File: src/shared/mvi_pkg.sv
`default_nettype none
package mvi_pkg;
  // service and request levels, ordered so that a larger code wins
  typedef enum logic [1:0] {
    MVI_LVL_NONE    = 2'b00,
    MVI_LVL_LOW     = 2'b01,
    MVI_LVL_HIGH    = 2'b10,
    MVI_LVL_HIGHEST = 2'b11
  } mvi_level_e;

  localparam int unsigned MVI_NUM_SRC = 18;
  localparam int unsigned MVI_NUM_VEC = 10;
  localparam int unsigned MVI_MAX_SHARE = 3;
  localparam int unsigned MVI_VEC_W = 16;
  localparam int unsigned MVI_IDX_W = 4;

  // fixed vector addresses, lowest first
  localparam logic [15:0] MVI_VEC_ADDR [MVI_NUM_VEC] = '{
    16'h0003, 16'h000b, 16'h0013, 16'h001b, 16'h0023,
    16'h002b, 16'h0033, 16'h003b, 16'h0043, 16'h004b
  };
  // first source bit and number of sources merged on each vector
  localparam int unsigned MVI_VEC_FIRST [MVI_NUM_VEC] = '{0, 1, 2, 5, 7, 8, 10, 12, 14, 17};
  localparam int unsigned MVI_VEC_COUNT [MVI_NUM_VEC] = '{1, 1, 3, 2, 1, 2, 2, 2, 3, 1};
  // vectors that may use the highest level instead of high
  localparam logic [MVI_NUM_VEC-1:0] MVI_VEC_X_CAPABLE = 10'h003;

  // source bit positions
  localparam int unsigned MVI_SRC_EXT_IRQ_FIRST = 0;
  localparam int unsigned MVI_SRC_EXT_IRQ_SECOND = 1;
  localparam int unsigned MVI_SRC_EXT_IRQ_THIRD = 2;
  localparam int unsigned MVI_SRC_TIMER_ZERO_LOW = 3;
  localparam int unsigned MVI_SRC_EXT_IRQ_FIFTH = 4;
  localparam int unsigned MVI_SRC_EXT_IRQ_FOURTH = 5;
  localparam int unsigned MVI_SRC_BASE_TIMER = 6;
  localparam int unsigned MVI_SRC_TIMER_ZERO_HIGH = 7;
  localparam int unsigned MVI_SRC_TIMER_ONE_LOW = 8;
  localparam int unsigned MVI_SRC_TIMER_ONE_HIGH = 9;
  localparam int unsigned MVI_SRC_SYNC_SERIAL_UNIT = 10;
  localparam int unsigned MVI_SRC_ASYNC_PORT_RX = 11;
  localparam int unsigned MVI_SRC_SECOND_SERIAL_UNIT = 12;
  localparam int unsigned MVI_SRC_ASYNC_PORT_TX = 13;
  localparam int unsigned MVI_SRC_ADC_DONE = 14;
  localparam int unsigned MVI_SRC_TIMER_SIX = 15;
  localparam int unsigned MVI_SRC_TIMER_SEVEN = 16;
  localparam int unsigned MVI_SRC_PORT_ZERO = 17;

  // reset values
  localparam logic [2:0] MVI_SVC_RESET = 3'h0;
  localparam logic [15:0] MVI_VEC_RESET = 16'h0000;
  localparam logic [3:0] MVI_IDX_RESET = 4'h0;
endpackage : mvi_pkg
`default_nettype wire

File: src/shared/mvi_slot_if.sv
`default_nettype none
interface mvi_slot_if;
  import mvi_pkg::*;
  logic pending;
  mvi_level_e level;
  modport slot (output pending, output level);
  modport arb (input pending, input level);
endinterface : mvi_slot_if
`default_nettype wire

File: src/mvi_irq_ctrl.sv
// Contract
// - Eighteen request sources merge onto ten fixed vector addresses.
// - Three levels, highest over high over low; equal or lower level is held off.
// - Among pending vectors, the highest level is granted.
// - Among equal levels, the smallest vector address is granted.
// - First external input uses 00003H, highest or low level only.
// - Second external input uses 0000BH, highest or low level only.
// - Third, fifth external inputs and timer zero low share 00013H, high or low.
// - Fourth external input and base timer share 0001BH, high or low.
// - Timer zero high uses 00023H; timer one low and high share 0002BH.
// - Sync serial unit and async port receive share 00033H, high or low.
// - Second serial unit and async port transmit share 0003BH, high or low.
// - Converter done, timer six and seven share 00043H, high or low.
// - Port zero pin interrupt uses 0004BH, high or low.
`default_nettype none
module mvi_irq_ctrl
  import mvi_pkg::*;
(
  input wire logic clk_in,
  input wire logic reset_n_in,
  input wire logic [MVI_NUM_SRC-1:0] src_in,
  input wire logic [MVI_NUM_VEC-1:0] vec_enable_in,
  input wire logic [MVI_NUM_VEC-1:0] vec_level_sel_in,
  input wire logic ack_in,
  input wire logic reti_in,
  output logic irq_req_out,
  output logic [MVI_VEC_W-1:0] vector_out,
  output logic [MVI_IDX_W-1:0] vector_index_out,
  output logic [1:0] req_level_out,
  output logic [1:0] service_level_out
);
  mvi_slot_if slot_if [MVI_NUM_VEC] ();

  // one merge slot per vector; source slices fixed by the vector table
  for (genvar i = 0; i < MVI_NUM_VEC; i++) begin : g_slot
    mvi_vec_slot #(
      .NSRC(MVI_VEC_COUNT[i]),
      .X_CAPABLE(MVI_VEC_X_CAPABLE[i])
    ) u_slot (
      .clk_in(clk_in),
      .reset_n_in(reset_n_in),
      .src_in(src_in[MVI_VEC_FIRST[i] +: MVI_VEC_COUNT[i]]),
      .enable_in(vec_enable_in[i]),
      .level_sel_in(vec_level_sel_in[i]),
      .slot_out(slot_if[i])
    );
  end

  logic [1:0] lvl_w [MVI_NUM_VEC];
  for (genvar i = 0; i < MVI_NUM_VEC; i++) begin : g_lvl
    assign lvl_w[i] = slot_if[i].pending ? slot_if[i].level : MVI_LVL_NONE;
  end

  // scan upward with strict compare so the lowest vector keeps a tie
  logic [1:0] best_lvl_w;
  logic [MVI_IDX_W-1:0] best_idx_w;
  always_comb begin
    best_lvl_w = MVI_LVL_NONE;
    best_idx_w = MVI_IDX_RESET;
    for (int i = 0; i < MVI_NUM_VEC; i++) begin
      if (lvl_w[i] > best_lvl_w) begin
        best_lvl_w = lvl_w[i];
        best_idx_w = MVI_IDX_W'(i);
      end
    end
  end

  // in-service levels as a small stack of one bit per level
  logic [2:0] in_svc_q;
  logic [2:0] in_svc_d;
  logic [1:0] svc_lvl_d;
  logic [1:0] cur_lvl_w;

  function automatic logic [1:0] mvi_top_level(input logic [2:0] m);
    logic [1:0] r;
    r = m[2] ? 2'h3 : (m[1] ? 2'h2 : (m[0] ? 2'h1 : 2'h0));
    return r;
  endfunction : mvi_top_level

  function automatic logic [2:0] mvi_level_bit(input logic [1:0] l);
    logic [2:0] r;
    r = (l == 2'h0) ? 3'h0 : (3'h1 << (l - 2'h1));
    return r;
  endfunction : mvi_level_bit

  assign cur_lvl_w = mvi_top_level(in_svc_q);
  wire logic take_w = irq_req_out & ack_in;
  // return pops the top level first, then an accepted request pushes its own
  wire logic [2:0] popped_w = reti_in ? (in_svc_q & ~mvi_level_bit(cur_lvl_w)) : in_svc_q;
  assign in_svc_d = take_w ? (popped_w | mvi_level_bit(req_level_out)) : popped_w;
  assign svc_lvl_d = mvi_top_level(in_svc_d);

  // request only above the level in service; dropped for one cycle after ack
  // so a stale vector is never offered twice
  wire logic accept_w = (best_lvl_w > cur_lvl_w) & ~take_w;

  always_ff @(posedge clk_in or negedge reset_n_in) begin
    if (!reset_n_in) begin
      in_svc_q <= MVI_SVC_RESET;
      service_level_out <= 2'h0;
    end else begin
      in_svc_q <= in_svc_d;
      service_level_out <= svc_lvl_d;
    end
  end

  // presented request, held registered for the core's vector fetch
  always_ff @(posedge clk_in or negedge reset_n_in) begin
    if (!reset_n_in) begin
      irq_req_out <= 1'b0;
      vector_out <= MVI_VEC_RESET;
      vector_index_out <= MVI_IDX_RESET;
      req_level_out <= 2'h0;
    end else begin
      irq_req_out <= accept_w;
      vector_out <= MVI_VEC_ADDR[best_idx_w];
      vector_index_out <= best_idx_w;
      req_level_out <= best_lvl_w;
    end
  end

  // helper terms that check the arbiter independently of its loop
  logic [MVI_NUM_VEC-1:0] beaten_w;
  for (genvar i = 0; i < MVI_NUM_VEC; i++) begin : g_chk
    assign beaten_w[i] = (lvl_w[i] > best_lvl_w) ||
      (lvl_w[i] == best_lvl_w && lvl_w[i] != 2'h0 && MVI_IDX_W'(i) < best_idx_w);
  end

  // offered vector kinds, so the level checks read plainly
  wire logic off_x_w = irq_req_out & (vector_index_out < MVI_IDX_W'(2));
  wire logic off_h_w = irq_req_out & (vector_index_out >= MVI_IDX_W'(2));

  // a disabled vector is never the one offered; checked vector by vector
  for (genvar i = 0; i < MVI_NUM_VEC; i++) begin : g_chk_en

  end
endmodule : mvi_irq_ctrl
`default_nettype wire

File: src/mvi_vec_slot.sv
`default_nettype none
module mvi_vec_slot
  import mvi_pkg::*;
#(
  parameter int unsigned NSRC = 1,
  parameter bit X_CAPABLE = 1'b0
) (
  input wire logic clk_in,
  input wire logic reset_n_in,
  input wire logic [NSRC-1:0] src_in,
  input wire logic enable_in,
  input wire logic level_sel_in,
  mvi_slot_if.slot slot_out
);
  if (NSRC < 1 || NSRC > MVI_MAX_SHARE) begin : g_bad_nsrc
    $error("mvi_vec_slot: NSRC must be 1 to 3");
  end

  // merged sources; software must look at source flags to find who asked
  wire logic any_src_w = |src_in;
  wire logic pend_w = any_src_w & enable_in;
  // level select: set picks the upper level this vector may use
  wire mvi_level_e upper_w = X_CAPABLE ? MVI_LVL_HIGHEST : MVI_LVL_HIGH;
  wire mvi_level_e sel_w = level_sel_in ? upper_w : MVI_LVL_LOW;

  assign slot_out.pending = pend_w;
  assign slot_out.level = pend_w ? sel_w : MVI_LVL_NONE;
endmodule : mvi_vec_slot
`default_nettype wire

File: config.mk
export PLATFORM = sky130hd
export DESIGN_NAME = mvi_irq_ctrl
export DESIGN_NICKNAME = d
export VERILOG_FILES = /design/src/shared/mvi_pkg.sv /design/src/shared/mvi_slot_if.sv /design/src/mvi_irq_ctrl.sv /design/src/mvi_vec_slot.sv
export SDC_FILE = /design/constraint.sdc
export NUM_CORES = 1
export LEC_CHECK = 0
export ABC_CLOCK_PERIOD_IN_PS = 1300
export BUFFER_PORTS_ARGS = -buffer_cell sky130_fd_sc_hd__buf_2
export CAP_MARGIN = 20
export CORE_ASPECT_RATIO = 0.8
export CORE_UTILIZATION = 39
export CTS_BUF_LIST = sky130_fd_sc_hd__clkbuf_2
export DETAILED_ROUTE_END_ITERATION = 8
export MAX_ROUTING_LAYER = met4
export PLACE_DENSITY = 0.69
export SYNTH_ARGS = -nofsm -noshare
export SYNTH_HDL_FRONTEND = slang
export SYNTH_SLANG_ARGS = --single-unit
export TNS_END_PERCENT = 50
File: constraint.sdc
create_clock -name clk_in -period 1.3 [get_ports clk_in]
set_input_delay 0.26 -clock clk_in [delete_from_list [all_inputs] [get_ports clk_in]]
set_output_delay 0.26 -clock clk_in [all_outputs]
set_load 0.01 [all_outputs]
==> results summary <==
The number of storage elements in the synthesis netlist came out at 15. The layout-stage area growth over the synthesis result came out at 76.5%. The die is 60.8 um tall. The number of DRC violations after detailed routing is 0. The count of endpoints failing setup in the final report is 9. The detailed router's first-iteration violation count came out at 76. The share of total power dissipated in the clock network is 6.3%.

The number of flops mapped to enable cells by yosys is 0. The count of placed standard cells in the final layout, fillers left out came out at about 390. The fraction of layout cells with a size suffix above 1 is roughly 62%. The flow ran to the end, but the final reports show violations. The final-report hold violation count came out at 0. The max-slew violation count came out at 0. The global routing usage on met3 came out at 2.16%.

The met1 track demand over resource is between 20% and 30%. Counting tap cells, the placed design contains a total of 348 instances. The relative contribution of sequential cells to total power came out at 20.3%. The floorplan step defined a die boundary enclosing 0.00459 mm2. 67 I/O pins were placed. The core utilization of the finished layout is 75.2%. The worst vdd rail ir drop came out at 680 uV. The worst clock skew came out at between 0.01 and 0.015 ns. Setup repair after global routing could not meet its margin everywhere.

The number of max-cap violations is 0. The width of the chip is 75.5 um. The count of nets left with antenna violations after detail routing came out at 0. For this run, the leading register cell type out of synthesis is sky130_fd_sc_hd__dfrtp_1. Summing over every cut layer, the via total after detailed routing is 1866.

The via count of the first global-routing pass came out at around 1800. The floorplan has 20 rows. The initial core utilization is between 40% and 50%. STA classifies the critical path startpoint as a primary input. TritonCTS built the clock tree.

The CTS clock-pin slew for the worst setup and hold paths is 0.14 ns. The via count normalized by instance count is 4.80. The final-stage net count came out at 406. The worst hold path belongs to the class primary input to flip-flop. The final reports fail on setup timing.

For this run, the number of Yosys warnings is 0. The clock sink total is 15. By instance count, the cell type seen most on the critical path is sky130_fd_sc_hd__ha_4. The type of the worst setup path is primary input to flip-flop.

The netlist area before placement came out at roughly 0.0017 mm2. By area the synthesized netlist is led by sky130_fd_sc_hd__dfrtp_1 22%, sky130_fd_sc_hd__ha_1 22%, sky130_fd_sc_hd__inv_1 6.0%. The number of clock buffers inserted by TritonCTS came out at 3.

In this run the number of H-tree levels came out at 1. The first-pass detailed-route iteration total is 4. The data required time of the worst path came out at 1.51 ns. The number of input and output port buffers inserted came out at 56. The number of antenna cells inserted came out at 0.

The number of cells produced by synthesis is 197. Combinational cells account for between 70% and 80% of the total power. The floorplan step defined a core boundary enclosing 0.00395 mm2.

The post-place setup slack came out at -7.94 ns. The switching power is 1.47 mW. The final HPWL from detailed placement is 3.23 mm. The clock latency of the later-clocked register in the worst-skew pair is 0.30 ns. The switching part of the total power came out at about two fifths. The leftover overflow at the end of global routing came out at 0. The ratio of total power to cell area came out at between 1000 and 1500 mW/mm2. The ratio of final minimum period to clock period came out at 682%. The most common cell in the netlist is sky130_fd_sc_hd__ha_1.

The final worst setup slack came out at -7.57 ns. The global-route usage over all layers is 22.2%. The capturing element type of the critical path is a flip-flop. The root buffer cell chosen for the clock tree is sky130_fd_sc_hd__clkbuf_2.

The buffer levels on the longest clock path came out at 2. The routed design has 4.80 mm of wire. The clock period minus final worst setup slack came out at around 8.9 ns.

Among all stages on the critical path, the largest delay is contributed by sky130_fd_sc_hd__or4_4. At the end of routability-driven placement, the weighted congestion stood at approximately 0.72. The internal portion of total power is 2.15 mW. The portion of the post-synthesis area used by sequential elements came out at 22.3%.

The fraction of post-synthesis cell area in the top cell type by area came out at 22.3%. By count the netlist is led by 29 x sky130_fd_sc_hd__ha_1, 27 x sky130_fd_sc_hd__inv_1, 15 x sky130_fd_sc_hd__dfrtp_1, 15 x sky130_fd_sc_hd__nand2_1, 13 x sky130_fd_sc_hd__buf_4. Counting flops with an async set or reset pin after synthesis yields a share of 100%. On the worst path, the slowest cell contributes a delay of 0.42 ns. The total design power came out at approximately 3.6 mW. The initial antenna violation count came out at 0. The global-route wire length before repair is 7.51 mm. Entering global routing, the biggest net connects 16 pins. The routing usage on met2 is 41.1%. met2 is the most crowded layer. sky130_fd_sc_hd__dfrtp_1 takes more of the synthesized area than any other cell. The peak fanout along the critical path came out at 5. The data arrival time at the worst-slack endpoint came out at roughly 9 ns.

The mean instance size in the synthesized netlist came out at 8.55 um2. The final routed wire length divided by cell count came out at 12.3 um. The highest clock frequency the design can meet is 0.113 GHz. The post-synthesis cell type count is 52.

The leakage power of the design came out at 1.58 nW. The post-route setup TNS came out at -59.27 ns.
-- final timing paths --
kind,slack [ns],cells after the start,endpoint,start
min in group asynchronous,0.35,2,vector_index_out[2]$_DFF_PN0_,reset_n_in
hold / removal,0.17,2,irq_req_out$_DFF_PN0_,ack_in
setup reg to reg,0.05,4,irq_req_out$_DFF_PN0_,in_svc_q[1]$_DFF_PN0_
hold reg to reg,0.54,2,in_svc_q[0]$_DFF_PN0_,in_svc_q[0]$_DFF_PN0_
setup / recovery,-7.57,50,irq_req_out$_DFF_PN0_,src_in[0]
max in group asynchronous,0.70,2,in_svc_q[2]$_DFF_PN0_,reset_n_in
-- cells in the final DEF, fill, tap and decap left out, types with 7 or more instances in the layout --
cell type / Yosys / layout
sky130_fd_sc_hd__nor2_1: 12 / 8
sky130_fd_sc_hd__conb_1: 2 / 11
sky130_fd_sc_hd__ha_1: 29 / 17
sky130_fd_sc_hd__ha_4: 0 / 7
sky130_fd_sc_hd__inv_1: 27 / 24
sky130_fd_sc_hd__buf_2: 0 / 54
sky130_fd_sc_hd__dfrtp_1: 15 / 15
sky130_fd_sc_hd__nand2_1: 15 / 11
sky130_fd_sc_hd__buf_4: 13 / 77
-- flip-flops by register name, indices dropped and copies added (netlist names) --
register	cells
in_svc_q	3
irq_req_out	1
req_level_out	2
service_level_out	2
vector_index_out	3
vector_out	4
-- metal layers --
| metal | vias up | routed length [um] |
|---|---|---|
| met5 | - | 0 |
| met4 | 0 | 135 |
| met3 | 14 | 174 |
| met1 | 857 | 2100 |
| li1 | 934 | - |
| met2 | 61 | 2400 |
-- final cells by class --
type                            count  area, um2
Inverter                           27        104
Clock buffer                        3       15.0
Sequential cell                    15        375
Tap cell                           55       68.8
Multi-Input combinational cell    150       1470
Timing Repair Buffer              138        937
Fill cell                         284        981
Clock inverter                      1       5.00
-- cells by family (layout without fill, tap and decap cells) --
group           Yosys count  count (layout)  synth area share [%]
mux                       2               2                  1.34
buf+inv                  41             169                  12.0
fa+ha+maj                29              29                  21.5
flops                    15              15                  22.3
simple gates             61              61                  19.6
other cells               2              11                 0.446
compound gates           47              47                  22.7
-- worst max-delay path, delay by kind of cell --
kind | cells | cell delay (ns)
fa+ha+maj | 10 | 2.40
simple gates | 17 | 2.87
buf+inv | 6 | 0.47
mux | 2 | 0.63
compound gates | 15 | 2.43
-- metrics by stage --
step                instance area (um2)  hold WS, ns
floorplan                          1940      -0.0356
global placement                   2520        0.170
detailed placement                 2520        0.167
CTS                                2920        0.168
global route                       2970        0.145
finish                             2970        0.167
-- power by group through the flow --
stage	logic, mW	clock network [mW]	registers, mW
4_1_cts	2.48	0.215	0.728
3_3_place_gp	2.04	0	0.740
6_report	2.66	0.228	0.736
5_1_grt	2.89	0.257	0.757
2_1_floorplan	1.27	0	0.812
3_5_place_dp	2.11	0	0.740
-- repair_timing --
item                                    4_1_cts  5_1_grt
resized for setup                            25       14
endpoints found under the setup margin        9        9
buffers inserted                             38        8
pin swaps                                    11        8
endpoints found under the hold margin        15        0
hold buffers                                  1        0
No activity file was read; power rests on OpenSTA's default activity.
